==> src/hdl/antenna_seg_pkg.sv <==
package antenna_seg_pkg;

    // ****************************************************************
    // Register map
    // ****************************************************************
    localparam logic [7:0] ADDR_DEPTH_CTRL = 8'h24;
    localparam logic [7:0] ADDR_DEPTH_RESULT = 8'h25;
    localparam logic [7:0] ADDR_MOD_DISABLE = 8'h26;
    localparam logic [7:0] ADDR_NORM_DISABLE = 8'h27;
    localparam logic [7:0] ADDR_IRQ_STATUS = 8'h30;
    localparam logic [7:0] ADDR_IRQ_ENABLE = 8'h31;
    localparam logic [7:0] ADDR_IRQ_CLEAR = 8'h32;
    localparam logic [7:0] ADDR_COMMAND = 8'h33;
    localparam logic [7:0] ADDR_BLOCK_STATE = 8'h34;

    // ****************************************************************
    // Field positions
    // ****************************************************************
    localparam int SRC_SEL_BIT = 7;
    localparam int DEPTH_MSB = 6;
    localparam int DEPTH_LSB = 1;
    localparam int CMD_RESTORE_BIT = 0;
    localparam int CMD_CALIBRATE_BIT = 1;
    localparam int IRQ_CAL_DONE_BIT = 0;
    localparam int IRQ_CAL_ERROR_BIT = 1;
    localparam int IRQ_COUNT = 2;
    localparam int STATE_BUSY_BIT = 0;
    localparam int STATE_TRISTATE_BIT = 1;
    localparam int STATE_MODULATING_BIT = 2;
    localparam int STATE_LAST_ERROR_BIT = 3;

    // ****************************************************************
    // Reset and special values
    // ****************************************************************
    localparam logic [7:0] RST_DEPTH_CTRL = 8'h00;
    localparam logic [7:0] RST_DEPTH_RESULT = 8'h00;
    localparam logic [7:0] RST_MOD_DISABLE = 8'h00;
    localparam logic [7:0] RST_NORM_DISABLE = 8'h00;
    localparam logic [7:0] RST_IRQ_ENABLE = 8'h00;
    localparam logic [7:0] ALL_SEGMENTS_OFF = 8'hff;

    // ****************************************************************
    // Timing
    // ****************************************************************
    localparam int CLK_PERIOD_NS = 20;
    localparam int SETTLE_NS = 2000;
    localparam int SETTLE_CYCLES = (SETTLE_NS + CLK_PERIOD_NS - 1) / CLK_PERIOD_NS;

    typedef enum logic [1:0] {CAL_IDLE, CAL_SETTLE, CAL_DECIDE, CAL_FINISH} cal_state_t;

endpackage : antenna_seg_pkg

==> src/hdl/sticky_irq.sv <==
`timescale 1ns/10ps
module sticky_irq #(
    parameter int N = 2
) (
    // Clock and reset
    input wire logic i_sys_clk,
    input wire logic i_arst_n,
    // Events and software access
    input wire logic [N-1:0] i_event,
    input wire logic i_enable_wr,
    input wire logic [N-1:0] i_enable_data,
    input wire logic [N-1:0] i_clear,
    // State
    output logic [N-1:0] o_status,
    output logic [N-1:0] o_enable,
    output logic o_irq
);

    // Set wins over a clear in the same cycle
    always_ff @(posedge i_sys_clk or negedge i_arst_n) begin
        if (!i_arst_n) begin
            o_status <= '0;
        end else begin
            o_status <= (o_status & ~i_clear) | i_event;
        end
    end

    always_ff @(posedge i_sys_clk or negedge i_arst_n) begin
        if (!i_arst_n) begin
            o_enable <= '0;
        end else if (i_enable_wr) begin
            o_enable <= i_enable_data;
        end
    end

    always_ff @(posedge i_sys_clk or negedge i_arst_n) begin
        if (!i_arst_n) begin
            o_irq <= 1'b0;
        end else begin
            o_irq <= |(o_status & o_enable);
        end
    end

endmodule : sticky_irq

==> src/hdl/depth_calibrator.sv <==
`timescale 1ns/10ps
module depth_calibrator #(
    parameter int WIDTH = 8,
    parameter int SETTLE = antenna_seg_pkg::SETTLE_CYCLES
) (
    // Clock and reset
    input wire logic i_sys_clk,
    input wire logic i_arst_n,
    // Control
    input wire logic i_start,
    input wire logic i_abort,
    input wire logic i_too_deep,
    // Result
    output logic o_busy,
    output logic [WIDTH-1:0] o_trial,
    output logic o_done,
    output logic o_error
);

    antenna_seg_pkg::cal_state_t state;
    logic [WIDTH-1:0] bit_mask;
    logic [15:0] settle_cnt;
    logic [WIDTH-1:0] kept;

    // More disabled segments give deeper modulation; drop the bit if overshot
    assign kept = i_too_deep ? (o_trial & ~bit_mask) : o_trial;

    always_ff @(posedge i_sys_clk or negedge i_arst_n) begin
        if (!i_arst_n) begin
            state <= antenna_seg_pkg::CAL_IDLE;
            bit_mask <= '0;
            settle_cnt <= '0;
            o_trial <= '0;
            o_busy <= 1'b0;
            o_done <= 1'b0;
            o_error <= 1'b0;
        end else begin
            o_done <= 1'b0;
            o_error <= 1'b0;
            if (i_abort) begin
                state <= antenna_seg_pkg::CAL_IDLE;
                o_busy <= 1'b0;
                o_trial <= '0;
            end else begin
                case (state)
                    antenna_seg_pkg::CAL_IDLE: begin
                        if (i_start) begin
                            bit_mask <= {1'b1, {(WIDTH-1){1'b0}}};
                            o_trial <= {1'b1, {(WIDTH-1){1'b0}}};
                            settle_cnt <= 16'(SETTLE - 1);
                            o_busy <= 1'b1;
                            state <= antenna_seg_pkg::CAL_SETTLE;
                        end
                    end
                    antenna_seg_pkg::CAL_SETTLE: begin
                        settle_cnt <= settle_cnt - 16'h0001;
                        if (settle_cnt == 16'h0000) begin
                            state <= antenna_seg_pkg::CAL_DECIDE;
                        end
                    end
                    antenna_seg_pkg::CAL_DECIDE: begin
                        if (bit_mask[0]) begin
                            o_trial <= kept;
                            state <= antenna_seg_pkg::CAL_FINISH;
                        end else begin
                            o_trial <= kept | (bit_mask >> 1);
                            bit_mask <= bit_mask >> 1;
                            settle_cnt <= 16'(SETTLE - 1);
                            state <= antenna_seg_pkg::CAL_SETTLE;
                        end
                    end
                    antenna_seg_pkg::CAL_FINISH: begin
                        // Target out of reach when every segment had to go
                        o_error <= &o_trial;
                        o_done <= 1'b1;
                        o_busy <= 1'b0;
                        state <= antenna_seg_pkg::CAL_IDLE;
                    end
                    default: begin
                        state <= antenna_seg_pkg::CAL_IDLE;
                    end
                endcase
            end
        end
    end

endmodule : depth_calibrator

==> src/hdl/antenna_driver_segment_ctrl.sv <==
// Chosen here: the plain strobed port.
`timescale 1ns/10ps
// What this block does
// [RULE1] With source select 0 the modulated level follows the six-bit depth code in bits 6..1.
// [RULE2] A depth calibrate command run with source select 0 adjusts that level automatically.
// [RULE3] With source select 1 the modulated pattern comes from the manual segment register.
// [RULE4] The calibration outcome is shown in a read-only eight-bit result register, bit 7 MSB.
// [RULE5] A result bit of 1 disables its segment during the modulated state.
// [RULE6] A failed calibration loads all ones into the result register.
// [RULE7] With source select 1 a manual bit of 1 disables its segment while modulating.
// [RULE8] A normal-level bit of 1 disables its segment during unmodulated operation.
// [RULE9] Bits 7 down to 0 map to the 2, 4, 8, 16, 32, 64, 128 and 256 Ohm segments.
// [RULE10] All ones in the normal-level register puts the drivers in tristate; the code does so only while not modulating and no calibration runs.
// [RULE11] The depth control, manual and normal-level registers return to defaults at reset and on restore-defaults; the interrupt enable only at reset.
// [RULE12] The result register reads zero after reset and restore until a calibration ends.
// [RULE13] Each segment enable is the inverse of the disable bit of the selected pattern.
module antenna_driver_segment_ctrl #(
    parameter int SEGMENTS = 8,
    parameter int SETTLE = antenna_seg_pkg::SETTLE_CYCLES
) (
    // Clock and reset
    input wire logic i_sys_clk,
    input wire logic i_arst_n,
    // Register port
    input wire logic [7:0] i_addr,
    input wire logic [7:0] i_wdata,
    input wire logic i_wr,
    input wire logic i_rd,
    output logic [7:0] o_rdata,
    // Transmitter state and analog feedback
    input wire logic i_am_modulate,
    input wire logic i_depth_too_deep,
    // Driver control
    output logic [SEGMENTS-1:0] o_segment_en,
    output logic o_driver_tristate,
    output logic [5:0] o_depth_target,
    output logic o_cal_busy,
    // Interrupt
    output logic o_irq
);

    // ****************************************************************
    // Decode helpers
    // ****************************************************************
    function automatic logic hit(input logic strobe, input logic [7:0] addr,
                                 input logic [7:0] target);
        hit = strobe && (addr == target);
    endfunction : hit

    // ****************************************************************
    // Storage
    // ****************************************************************
    logic [7:0] depth_control;
    logic [7:0] depth_result;
    logic [SEGMENTS-1:0] modulated_disable;
    logic [SEGMENTS-1:0] normal_disable;
    logic last_error;

    logic cmd_write;
    logic restore_defaults;
    logic cal_request;
    logic cal_start;
    logic source_manual;

    logic cal_done;
    logic cal_error;
    logic [SEGMENTS-1:0] cal_trial;

    localparam int IRQ_N = antenna_seg_pkg::IRQ_COUNT;
    logic [IRQ_N-1:0] irq_status;
    logic [IRQ_N-1:0] irq_enable;
    logic [IRQ_N-1:0] irq_event;
    logic [IRQ_N-1:0] irq_clear;

    logic [SEGMENTS-1:0] next_disable;
    logic next_tristate;

    // ****************************************************************
    // Command decode
    // ****************************************************************
    assign cmd_write = hit(i_wr, i_addr, antenna_seg_pkg::ADDR_COMMAND);
    assign restore_defaults = cmd_write && i_wdata[antenna_seg_pkg::CMD_RESTORE_BIT];
    assign cal_request = cmd_write && i_wdata[antenna_seg_pkg::CMD_CALIBRATE_BIT];
    assign source_manual = depth_control[antenna_seg_pkg::SRC_SEL_BIT];
    // Calibration only runs off the depth code; restore takes priority
    assign cal_start = cal_request && !source_manual && !restore_defaults; // [RULE2]

    // ****************************************************************
    // Depth control register
    // ****************************************************************
    always_ff @(posedge i_sys_clk or negedge i_arst_n) begin
        if (!i_arst_n) begin
            depth_control <= antenna_seg_pkg::RST_DEPTH_CTRL; // [RULE11]
        end else if (restore_defaults) begin
            depth_control <= antenna_seg_pkg::RST_DEPTH_CTRL; // [RULE11]
        end else if (hit(i_wr, i_addr, antenna_seg_pkg::ADDR_DEPTH_CTRL)) begin
            // Bit 0 is unused and stays zero
            depth_control <= {i_wdata[7:1], 1'b0};
        end
    end

    // Depth code sets the analog target, bit 6 most significant
    assign o_depth_target = depth_control[antenna_seg_pkg::DEPTH_MSB:antenna_seg_pkg::DEPTH_LSB]; // [RULE1]

    // ****************************************************************
    // Manual modulated-level register
    // ****************************************************************
    always_ff @(posedge i_sys_clk or negedge i_arst_n) begin
        if (!i_arst_n) begin
            modulated_disable <= SEGMENTS'(antenna_seg_pkg::RST_MOD_DISABLE); // [RULE11]
        end else if (restore_defaults) begin
            modulated_disable <= SEGMENTS'(antenna_seg_pkg::RST_MOD_DISABLE); // [RULE11]
        end else if (hit(i_wr, i_addr, antenna_seg_pkg::ADDR_MOD_DISABLE)) begin
            modulated_disable <= i_wdata[SEGMENTS-1:0];
        end
    end

    // ****************************************************************
    // Normal-level register
    // ****************************************************************
    always_ff @(posedge i_sys_clk or negedge i_arst_n) begin
        if (!i_arst_n) begin
            normal_disable <= SEGMENTS'(antenna_seg_pkg::RST_NORM_DISABLE); // [RULE11]
        end else if (restore_defaults) begin
            normal_disable <= SEGMENTS'(antenna_seg_pkg::RST_NORM_DISABLE); // [RULE11]
        end else if (hit(i_wr, i_addr, antenna_seg_pkg::ADDR_NORM_DISABLE)) begin
            normal_disable <= i_wdata[SEGMENTS-1:0];
        end
    end

    // ****************************************************************
    // Calibration engine
    // ****************************************************************
    depth_calibrator #(
        .WIDTH(SEGMENTS),
        .SETTLE(SETTLE)
    ) i_depth_calibrator (
        .i_sys_clk(i_sys_clk),
        .i_arst_n(i_arst_n),
        .i_start(cal_start),
        .i_abort(restore_defaults),
        .i_too_deep(i_depth_too_deep),
        .o_busy(o_cal_busy),
        .o_trial(cal_trial),
        .o_done(cal_done),
        .o_error(cal_error)
    );

    // ****************************************************************
    // Calibration result register
    // ****************************************************************
    // Bit 7 of the result drives the 2 Ohm segment, bit 0 the 256 Ohm one
    always_ff @(posedge i_sys_clk or negedge i_arst_n) begin
        if (!i_arst_n) begin
            depth_result <= antenna_seg_pkg::RST_DEPTH_RESULT; // [RULE12]
        end else if (restore_defaults) begin
            depth_result <= antenna_seg_pkg::RST_DEPTH_RESULT; // [RULE12]
        end else if (cal_done && cal_error) begin
            depth_result <= antenna_seg_pkg::ALL_SEGMENTS_OFF; // [RULE6]
        end else if (cal_done) begin
            depth_result <= 8'(cal_trial); // [RULE4]
        end
    end

    always_ff @(posedge i_sys_clk or negedge i_arst_n) begin
        if (!i_arst_n) begin
            last_error <= 1'b0;
        end else if (restore_defaults) begin
            last_error <= 1'b0;
        end else if (cal_done) begin
            last_error <= cal_error;
        end
    end

    // ****************************************************************
    // Segment pattern selection
    // ****************************************************************
    // The trial pattern owns the drivers while a calibration runs
    always_comb begin
        if (o_cal_busy) begin
            next_disable = cal_trial; // [RULE2]
        end else if (i_am_modulate && source_manual) begin
            next_disable = modulated_disable; // [RULE3] [RULE7]
        end else if (i_am_modulate) begin
            next_disable = depth_result[SEGMENTS-1:0]; // [RULE1] [RULE5]
        end else begin
            next_disable = normal_disable; // [RULE8]
        end
    end

    // Tristate only when every normal segment is off and not modulating
    assign next_tristate = !i_am_modulate && !o_cal_busy
                           && (normal_disable == SEGMENTS'(antenna_seg_pkg::ALL_SEGMENTS_OFF));

    // ****************************************************************
    // Driver outputs
    // ****************************************************************
    // Per-segment enable, index i keeps its binary weight
    genvar seg;
    generate
        for (seg = 0; seg < SEGMENTS; seg++) begin : g_segment
            always_ff @(posedge i_sys_clk or negedge i_arst_n) begin
                if (!i_arst_n) begin
                    o_segment_en[seg] <= 1'b1;
                end else begin
                    o_segment_en[seg] <= !next_disable[seg]; // [RULE13] [RULE9]
                end
            end
        end
    endgenerate

    always_ff @(posedge i_sys_clk or negedge i_arst_n) begin
        if (!i_arst_n) begin
            o_driver_tristate <= 1'b0;
        end else begin
            o_driver_tristate <= next_tristate; // [RULE10]
        end
    end

    // ****************************************************************
    // Interrupts
    // ****************************************************************
    always_comb begin
        irq_event = '0;
        irq_event[antenna_seg_pkg::IRQ_CAL_DONE_BIT] = cal_done;
        irq_event[antenna_seg_pkg::IRQ_CAL_ERROR_BIT] = cal_done && cal_error;
    end

    assign irq_clear = hit(i_wr, i_addr, antenna_seg_pkg::ADDR_IRQ_CLEAR)
                       ? i_wdata[IRQ_N-1:0] : '0;

    sticky_irq #(
        .N(IRQ_N)
    ) i_sticky_irq (
        .i_sys_clk(i_sys_clk),
        .i_arst_n(i_arst_n),
        .i_event(irq_event),
        .i_enable_wr(hit(i_wr, i_addr, antenna_seg_pkg::ADDR_IRQ_ENABLE)),
        .i_enable_data(i_wdata[IRQ_N-1:0]),
        .i_clear(irq_clear),
        .o_status(irq_status),
        .o_enable(irq_enable),
        .o_irq(o_irq)
    );

    // ****************************************************************
    // Read port
    // ****************************************************************
    // Data stands for one cycle only; unmapped and write-only read zero
    always_ff @(posedge i_sys_clk or negedge i_arst_n) begin
        if (!i_arst_n) begin
            o_rdata <= 8'h00;
        end else if (!i_rd) begin
            o_rdata <= 8'h00;
        end else if (i_addr == antenna_seg_pkg::ADDR_DEPTH_CTRL) begin
            o_rdata <= depth_control;
        end else if (i_addr == antenna_seg_pkg::ADDR_DEPTH_RESULT) begin
            o_rdata <= depth_result; // [RULE4]
        end else if (i_addr == antenna_seg_pkg::ADDR_MOD_DISABLE) begin
            o_rdata <= 8'(modulated_disable);
        end else if (i_addr == antenna_seg_pkg::ADDR_NORM_DISABLE) begin
            o_rdata <= 8'(normal_disable);
        end else if (i_addr == antenna_seg_pkg::ADDR_IRQ_STATUS) begin
            o_rdata <= 8'(irq_status);
        end else if (i_addr == antenna_seg_pkg::ADDR_IRQ_ENABLE) begin
            o_rdata <= 8'(irq_enable);
        end else if (i_addr == antenna_seg_pkg::ADDR_BLOCK_STATE) begin
            o_rdata <= {4'h0, last_error, i_am_modulate, o_driver_tristate, o_cal_busy};
        end else begin
            o_rdata <= 8'h00;
        end
    end

endmodule : antenna_driver_segment_ctrl

==> config.mk <==
export PLATFORM = sky130hd
export DESIGN_NAME = antenna_driver_segment_ctrl
export DESIGN_NICKNAME = d
export VERILOG_FILES = /design/src/hdl/antenna_seg_pkg.sv /design/src/hdl/sticky_irq.sv /design/src/hdl/depth_calibrator.sv /design/src/hdl/antenna_driver_segment_ctrl.sv
export SDC_FILE = /design/constraint.sdc
export NUM_CORES = 1
export LEC_CHECK = 0
export ABC_CLOCK_PERIOD_IN_PS = 2500
export BUFFER_PORTS_ARGS = -buffer_cell sky130_fd_sc_hd__buf_2
export CELL_PAD_IN_SITES_DETAIL_PLACEMENT = 0
export CELL_PAD_IN_SITES_GLOBAL_PLACEMENT = 1
export CORE_UTILIZATION = 46
export DETAILED_ROUTE_END_ITERATION = 7
export PLACE_DENSITY = 0.86
export REMOVE_ABC_BUFFERS = 1
export SYNTH_ARGS = -nofsm -noshare
export SYNTH_HDL_FRONTEND = slang
export SYNTH_SLANG_ARGS = --single-unit
==> constraint.sdc <==
create_clock -name i_sys_clk -period 2.5 [get_ports i_sys_clk]
set_clock_uncertainty 0.1 [all_clocks]
set_input_delay 0.25 -clock i_sys_clk [delete_from_list [all_inputs] [get_ports i_sys_clk]]
set_output_delay 0.25 -clock i_sys_clk [all_outputs]
set_load 0.02 [all_outputs]
Word level (Yosys, flattened, before mapping). Index checks and enable logic that the tools add are counted.

Add/sub/neg operators: 1. Equality and inequality tests: 17. Mux-type cells: 45. Bitwise gates (word level): 8. Reduce and logical (&&, ||, !) cells: 45.

Operator list (count): 8-bit two-way mux (22); 8-bit by 6-bit equality test with 1-bit output (second input constant) (9); 16-bit case mux with 3 select lines (1); 16-bit two-way mux (2); 8-bit case mux with 2 select lines (2); 16-bit logical NOT (1); 16-bit by 1-bit subtractor with 16-bit output (second input constant) (1); 1-bit logical AND (14); 1-bit logical NOT (12); 4-bit two-way mux (3); 3-bit nonzero test (4); 2-bit two-way mux (5); 2-bit nonzero test (5); 8-bit AND (1); 8-bit equality test (second input constant) (1); 1-bit two-way mux (8); 8-bit NOT (1); 8-bit by 7-bit OR with 8-bit output (1); 2-bit case mux with 4 select lines (1); 4-bit AND reduction (2); 8-bit AND reduction (1); 2-bit AND reduction (3); 2-bit AND (2); 2-bit equality test (second input constant) (2); other kinds (11) (12).

Register bits after elaboration: 92. Word-level logic and storage cells: 142.

Logic depth before layout (Yosys ltp). Gate-level depths: netlist of run 1.

Depth after elaboration: 9. Depth in mapped cells: 8. Mapped depth without buffers: 7.

Hierarchy. A second synthesis of run 1 with hierarchy kept.

Cell total of the unflattened synthesis: 440. Area, all modules: 4538.1 sq um.

By module, submodules not included: antenna_driver_segment_ctrl (instances 1, cells an instance 236, area an instance 2534.9 sq um, seq. area each 1236.2 sq um); depth_calibrator (instances 1, cells an instance 192, area an instance 1816.7 sq um, seq. area each 925.9 sq um); sticky_irq (instances 1, cells an instance 12, area an instance 186.4 sq um, seq. area each 125.1 sq um).

Worst setup path before layout of run 1. No wires, ideal clock.

Kind: input to register. Start point: in i_addr[3]. End point: reg i_depth_calibrator.settle_cnt[0]. Data arrival time: 2112 ps. Required time: 2275 ps. Path slack: 163 ps. Stages on the path: 6. Buffers on the path: 1. Cell sequence: or4b_1 -> buf_2 -> or2_4 -> o41ai_4 -> nand3_4 -> mux2_2.

Word-level cells in the longest chain between the ends: 7.

Ends and longest elaborated chain: start: declaration (RTL line antenna_driver_segment_ctrl.sv:25) `input wire logic [7:0] i_addr,`; 8-bit by 6-bit equality test with 1-bit output * (RTL line antenna_driver_segment_ctrl.sv:47) `hit = strobe && (addr == target);`; 1-bit logical AND * (RTL line antenna_driver_segment_ctrl.sv:47); 1-bit logical AND (on tied branches) (RTL line antenna_driver_segment_ctrl.sv:83, antenna_driver_segment_ctrl.sv:82); 1-bit logical AND or 1-bit logical NOT (tied branches) (RTL line antenna_driver_segment_ctrl.sv:86) `assign cal_start = cal_request && !source_manual && !restore_defaults;`; 1-bit logical AND (RTL line antenna_driver_segment_ctrl.sv:86); 2-bit != test (no line); 4-bit AND reduction (no line) *; end signal: assignment (RTL line depth_calibrator.sv:50) `settle_cnt <= 16'(SETTLE - 1);`; end signal: assignment (RTL line depth_calibrator.sv:56) `settle_cnt <= settle_cnt - 16'h0001;`; end signal: assignment (RTL line depth_calibrator.sv:68) `settle_cnt <= 16'(SETTLE - 1);`; end: declaration (RTL line depth_calibrator.sv:22) `logic [15:0] settle_cnt;`.

Mark *: on every way between the ends. The rest lies on a longest branch, timed or not. A chain may end at the register's enable or synchronous reset.

Worst setup path after layout of run 1.
Start point: reg i_depth_calibrator.state[1]. End point: reg i_depth_calibrator.settle_cnt[0].

Word-level cells in the longest chain between the ends: 3.

Ends and longest elaborated chain: start: declaration (RTL line depth_calibrator.sv:20) `antenna_seg_pkg::cal_state_t state;`; start signal: assignment (RTL line depth_calibrator.sv:30) `state <= antenna_seg_pkg::CAL_IDLE;`; start signal: assignment (RTL line depth_calibrator.sv:41) `state <= antenna_seg_pkg::CAL_IDLE;`; start signal: assignment (RTL line depth_calibrator.sv:52) `state <= antenna_seg_pkg::CAL_SETTLE;`; 2-bit equality test (tied with other cells) (RTL line depth_calibrator.sv:45) `case (state)`; 2-bit != test (no line) or 3-bit nonzero test (tied branches); 4-bit AND reduction (no line).

Several ways; a longest one is shown, not always the timed one.

==> summary.md, run 1 <==
| Metric | Value |
|---|---|
| H-tree levels | `3` |
| Grt ovf | `0` |
| HP Class | `in -> reg` |
| Final instance area | `0.00533 mm2` |
| CTS tree | `done` |
| Ports | `47` |
| RSZ-0062 raised after global routing | `false` |
| Crit-path cells | `ha_1, nand2_1, nor3b_1, nand3_4, mux2_2` |
| Crit-path max FO | `9` |
| Post-DP Area | `about 0.005 mm2` |
| CP required | `~2.7 ns` |
| Mapped Cells | `about 470` |
| Finish-stage setup viols | `0` |
| Tot GR Track Use | `0.213` |
| Chip height | `between 100 and 150 um` |
| Most common cell after layout, fill and taps aside | `dfrtp_1` |
| Number of global-route vias before repair | `about 3700` |
| 1st-iter DRT viols | `228` |
| Place WS | `about 0.028 ns` |
| EDFF count, synth | `0` |
| Rel. slew slack | `0.423` |
| Vias post-DR | `approximately 3800` |
| Post-DRT Antenna Nets | `0` |
| Final min period | `2.30 ns` |
| Synth unique cells | `61` |
| Final hold vios | `0` |
| # rows | `36` |
| Port Buf Inserts | `46` |
| GPL Wtd Cong | `roughly 0.83` |
| Layout Nets | `around 540` |
| Diode count | `0` |
| DRC viols | `0` |
| Die area | `about 0.011 mm2` |
| Clock Sinks | `91` |
| Seq/Total Area, Yosys | `0.482` |
| Max IR drop VDD | `between 0.4 and 0.5 mV` |
| CORE AREA | `slightly below 0.01 mm2` |
| Cell area after synthesis | `~0.0047 mm2` |
| Max Slew Vio Count | `0` |
| Max Cap Violations | `0` |
| Clk buf depth | `2` |
| Synth Register Bits | `between 90 and 100` |
| Worst hold margin | `0.0354 ns` |
| DP HPWL | `between 7000 and 8000 um` |
| Worst setup SP type | `flip-flop` |
| Detailed Route WL | `roughly 11000 um` |
| Pwr per Cell Area | `905 mW/mm2` |
| Hold path depth | `3` |
| Post-synthesis area per instance | `between 10 and 15 um2` |
| Status | `completed` |
| Slowest CP cell | `nor3b_1` |
| Largest net degree at the start of global routing | `53` |
| CP endpoint kind | `flip-flop` |
| Worst Reg2Reg Path Length in Cells | `5` |
| LEAKAGE | `around 0.0026 uW` |
| Average wire per standard cell | `~17 um` |
| Final worst slack | `0.196 ns` |
| Antenna violations before repair | `0` |
| Via density | `5.75` |
| Starting Density | `0.481` |
| Crit path kind | `reg -> reg` |
| Least-Margin Pin Slew | `~0.86 ns` |
| Postcts setup bufs | `0` |
| Post-CTS sizing | `0` |
| Critical path arrival | `around 2.5 ns` |
| Slowest stage delay, CP | `between 0.7 and 0.8 ns` |
| Synth Flop Type | `dfrtp_1` |
| Synthesis Warnings | `0` |
| First-pass GRT wire length | `~18000 um` |
| Most frequent cells in the layout | `dfrtp_1 (83), nor2_1 (64), buf_2 (45), mux2i_1 (40), nand2_1 (35)` |
| Share of layout cells above drive strength 1 | `0.213` |
| Area grow syn2layout | `12.3%` |
| TritonCTS Buffers | `9` |
| Fmax | `between 400 and 500 MHz` |
| Tcrit/Tclk final | `0.922` |
| Clk slew on worst S/H paths | `0.10 ns` |
| Clk Tree Root Cell | `clkbuf_8` |
| Clock Latency Late Sink | `between 0.3 and 0.4 ns` |
| Drt first pass iters | `5` |
| Width of the die | `slightly above 100 um` |
| Post-synth ARST share | `1.00` |
-- where the power goes --
group / switching, uW / internal [uW] / leakage (uW)
Clock: 549 / 477 / 0.000103
Combinational: 957 / 671 / 0.00130
Sequential: 353 / 1810 / 0.00117
-- Yosys cell counts, drive strengths merged (2+ instances only) --
| cell type | count | share of area |
|---|---|---|
| a211oi | 19 | 0.030 |
| a21boi | 2 | 0.0032 |
| a21oi | 23 | 0.024 |
| a22o | 9 | 0.017 |
| a22oi | 2 | 0.0032 |
| a31oi | 7 | 0.0092 |
| and2 | 3 | 0.0040 |
| buf | 13 | 0.019 |
| clkbuf | 22 | 0.027 |
| dfrtp | 83 | 0.44 |
| dfstp | 8 | 0.044 |
| ha | 7 | 0.018 |
| inv | 8 | 0.0063 |
| mux2 | 5 | 0.012 |
| mux2i | 40 | 0.084 |
| nand2 | 35 | 0.028 |
| nand2b | 3 | 0.0040 |
| nand3 | 10 | 0.013 |
| nand3b | 7 | 0.011 |
| nand4 | 6 | 0.0079 |
| nor2 | 64 | 0.051 |
| nor2b | 5 | 0.0066 |
| nor3 | 10 | 0.012 |
| nor3b | 6 | 0.0095 |
| nor4 | 6 | 0.0079 |
| nor4b | 3 | 0.0069 |
| o21ai | 15 | 0.016 |
| o221ai | 2 | 0.0037 |
| o22ai | 3 | 0.0040 |
| o2bb2ai | 6 | 0.011 |
| o31ai | 14 | 0.022 |
| o41ai | 2 | 0.0092 |
| or2 | 3 | 0.0045 |
| or3 | 2 | 0.0029 |
| or3b | 2 | 0.0037 |
-- worst paths after layout --
path | endpoint | slack (ns) | from
max | i_depth_calibrator.settle_cnt[0] | 0.20 | i_depth_calibrator.state[1]
min | o_rdata[0] | 0.04 | i_rd
max reg2reg | i_depth_calibrator.settle_cnt[0] | 0.20 | i_depth_calibrator.state[1]
min reg2reg | o_segment_en[4] | 0.38 | i_depth_calibrator.o_trial[4]
max in group asynchronous | o_segment_en[0] | 1.22 | i_arst_n
min in group asynchronous | o_rdata[7] | 0.37 | i_arst_n
-- cells by family after synthesis --
kind of cell / share of synthesized area
muxes: 0.0963
adders and majority gates: 0.0185
buffers and inverters: 0.0522
AOI/OAI and AO/OA: 0.172
DFF: 0.482
and+or+nand+nor: 0.179
-- worst max-delay path, delay by kind of cell (launching register included) --
family / cells / cell delay, ns
adders and majority gates: 1 / 0.22
DFF: 1 / 0.45
muxes: 1 / 0.32
and+or+nand+nor: 3 / 1.10
-- per-stage QoR --
stage | power [uW] | std cells | TNS, ns | utilization
2_1_floorplan | 3190 | 434 | -23.64 | -
3_3_place_gp | 3750 | 636 | 0 | 0.519
3_5_place_dp | 3800 | 636 | 0 | 0.519
4_1_cts | 4830 | 653 | 0 | 0.540
5_1_grt | 5130 | 653 | 0 | 0.540
6_report | 4820 | 653 | 0 | 0.540
-- flip-flops by register name (all words and copies together) (netlist names) --
signal / count
depth_result: 8
i_depth_calibrator.o_done: 1
o_rdata: 8
o_driver_tristate: 1
i_depth_calibrator.bit_mask: 8
i_sticky_irq.o_irq: 1
o_segment_en: 8
modulated_disable: 8
i_sticky_irq.o_status: 2
i_depth_calibrator.o_error: 1
i_depth_calibrator.o_trial: 8
normal_disable: 8
i_depth_calibrator.settle_cnt: 16
i_depth_calibrator.state: 2
i_sticky_irq.o_enable: 2
last_error: 1
depth_control: 7
i_depth_calibrator.o_busy: 1
-- layer usage --
layer	GRT usage	up-vias	wire length [um]
li1	-	1797	-
met2	0.340	95	5100
met1	0.296	1844	5100
met5	0	-	0
met4	0.0787	0	193
met3	0.0296	17	492
-- cell type report --
cell class / count / area (um2)
Multi-Input combinational cell: 335 / 2220
Tap cell: 133 / 166
Fill cell: 879 / 4540
Inverter: 8 / 30.0
Clock buffer: 10 / 128
Clock inverter: 6 / 72.6
Timing Repair Buffer: 70 / 428
Sequential cell: 91 / 2290
-- timing repair --
item                                    4_1_cts  5_1_grt
endpoints found under the hold margin        51        0
hold buffers                                  1        0
endpoints found under the setup margin        0        0
No activity file was read; power rests on OpenSTA's default activity.
==> inputs of run 2 (changes only) <==
MAX_ROUTING_LAYER = met4   (was not set)
==> run 2 against run 1 <==
Effect of this change:
- die area unchanged
- power down 0.23%
- critical path depth unchanged
- wire length down 0.22%
- first-iteration DRC count up 2.6%
- combinational power about the same
- setup slack better by 0.0033 ns
- clock power about the same
- via count down 0.77%
- global-route usage up 0.68 points
==> summary.md, run 2 (same netlist as run 1, synthesis figures left out) <==
| Metric | Value |
|---|---|
| Ports | `47` |
| Port Buf Inserts | `46` |
| Final min period | `around 2.3 ns` |
| Post-Layout Cell Count | `about 650` |
| Die area | `roughly 0.011 mm2` |
| Finish-stage setup viols | `0` |
| CP endpoint kind | `flip-flop` |
| GPL Wtd Cong | `~0.84` |
| Post-DP Area | `0.00512 mm2` |
| Placed cell count | `roughly 640` |
| Worst setup SP type | `flip-flop` |
| Detailed Route WL | `10900 um` |
| Clock Sinks | `91` |
| Worst Reg2Reg Path Length in Cells | `5` |
| Critical path arrival | `2.45 ns` |
| Average wire per standard cell | `16.6 um` |
| Vias post-DR | `about 3700` |
| LEAKAGE | `0.00258 uW` |
| HP Class | `in -> reg` |
| Most common cell after layout, fill and taps aside | `dfrtp_1` |
| Slowest stage delay, CP | `between 0.7 and 0.8 ns` |
| Buf/Inv on CP | `0` |
| Fill cells | `879` |
| Max Cap Violations | `0` |
| RSZ-0062 raised after global routing | `false` |
| Drt first pass iters | `5` |
| Area grow syn2layout | `12.3%` |
| Layout Nets | `about 540` |
| Crit path kind | `reg -> reg` |
| Via density | `between 5 and 6` |
| Share of layout cells above drive strength 1 | `0.213` |
| 1st-iter DRT viols | `234` |
| RR Endpoint | `i_depth_calibrator.settle_cnt[0]` |
| Area of the multi-input gates | `around 0.0022 mm2` |
| Number of global-route vias before repair | `roughly 3700` |
| Slowest CP cell | `nor3b_1` |
| Max Slew Vio Count | `0` |
| DRC viols | `0` |
| Grt ovf | `0` |
| DP HPWL | `7730 um` |
| Clk buf depth | `2` |
| CORE AREA | `between 0.009 and 0.01 mm2` |
| Post-DRT Antenna Nets | `0` |
| Status | `completed` |
| First-pass GRT wire length | `18400 um` |
| Starting Density | `0.481` |
| CTS tree | `done` |
| Hold Path End | `o_rdata[0]` |
| Crit-path cells | `ha_1, nand2_1, nor3b_1, nand3_4, mux2_2` |
| Tot GR Track Use | `0.220` |
| Rel. slew slack | `0.427` |
| Width of the die | `roughly 100 um` |
| Clk slew on worst S/H paths | `approximately 0.10 ns` |
| Clk Tree Root Cell | `clkbuf_8` |
| Flop2flop setup slack | `0.20 ns` |
| Tcrit/Tclk final | `0.920` |
| # rows | `36` |
| Largest delay share family, worst path | `simple AND/OR/NAND/NOR gates` |
| Final hold vios | `0` |
| Chip height | `approximately 100 um` |
| Least-Margin Pin Slew | `between 0.8 and 0.9 ns` |
| Clock Latency Late Sink | `around 0.36 ns` |
| Crit-path max FO | `9` |
| CP required | `2.65 ns` |
| Register area | `roughly 0.0023 mm2` |
| Largest register FFs | `16` |
| Most frequent cells in the layout | `dfrtp_1 (83), nor2_1 (64), buf_2 (45), mux2i_1 (40), nand2_1 (35)` |
| Final instance area | `0.00533 mm2` |
| Diode count | `0` |
| TritonCTS Buffers | `9` |
| Hold path start | `i_rd` |
| Register with the most flip-flops | `i_depth_calibrator.settle_cnt` |
| Fmax | `roughly 430 MHz` |
| Antenna violations before repair | `0` |
| Hold path depth | `3` |
| H-tree levels | `3` |
| Max IR drop VDD | `0.407 mV` |
| Largest net degree at the start of global routing | `between 50 and 60` |
| Launching point of the worst reg2reg path | `i_depth_calibrator.state[1]` |
| Pwr per Cell Area | `902 mW/mm2` |
run 2: worst max-delay path by stage:
stage,start,to,cells after the start,slack [ns]
5_1_grt,i_depth_calibrator.settle_cnt[0],i_depth_calibrator.settle_cnt[8],7,0.06
3_5_place_dp,i_addr[3],i_depth_calibrator.state[0],7,0.03
4_1_cts,i_depth_calibrator.state[1],i_depth_calibrator.settle_cnt[0],5,0.21
3_3_place_gp,i_addr[3],i_depth_calibrator.settle_cnt[0],6,0.08
2_1_floorplan,i_addr[3],i_depth_calibrator.settle_cnt[3],5,-0.67
6_report,i_depth_calibrator.state[1],i_depth_calibrator.settle_cnt[0],5,0.20
run 2: final cells by class:
type                       instances  share of cell area
sequential                        91               0.429
tap                              133              0.0312
clock buffer                      10              0.0240
timing repair buffer              70              0.0803
multi-input combinational        335               0.416
clock inverter                     6              0.0136
inverter                           8             0.00564
run 2: tightest hold or removal path, delay by kind of cell:
| family | cells | cell delay, ns |
|---|---|---|
| simple gates | 1 | 0.05 |
| buf+inv | 1 | 0.12 |
| compound gates | 1 | 0.04 |
run 2: per-stage QoR:
step | hold slack (ns) | total power [uW] | setup TNS [ns] | worst slack [ns] | utilization
finish | 0.0339 | 4810 | 0 | 0.199 | 0.540
global route | 0.0479 | 5130 | 0 | 0.0571 | 0.540
CTS | 0.0174 | 4830 | 0 | 0.205 | 0.540
detailed placement | 0.239 | 3800 | 0 | 0.0280 | 0.519
global placement | 0.232 | 3750 | 0 | 0.0788 | 0.519
floorplan | -0.146 | 3190 | -23.64 | -0.669 | -
run 2: per-layer routing:
metal	share of wire	vias up	GRT usage
li1	-	1793	-
met1	0.48	1835	0.296
met2	0.47	80	0.340
met3	0.031	16	0.0315
met4	0.017	0	0.0787
met5	0	-	-
run 2: repair_timing:
item	4_1_cts	5_1_grt
endpoints found under the hold margin	51	0
hold buffers	1	0
setup buffers	0	0
gates resized for setup	0	0
run 2: power breakdown:
group	internal [uW]	leakage, uW	total, uW	switching [uW]
clock network	477	0.000103	1020	543
registers	1810	0.00117	2160	352
logic	671	0.00130	1620	953
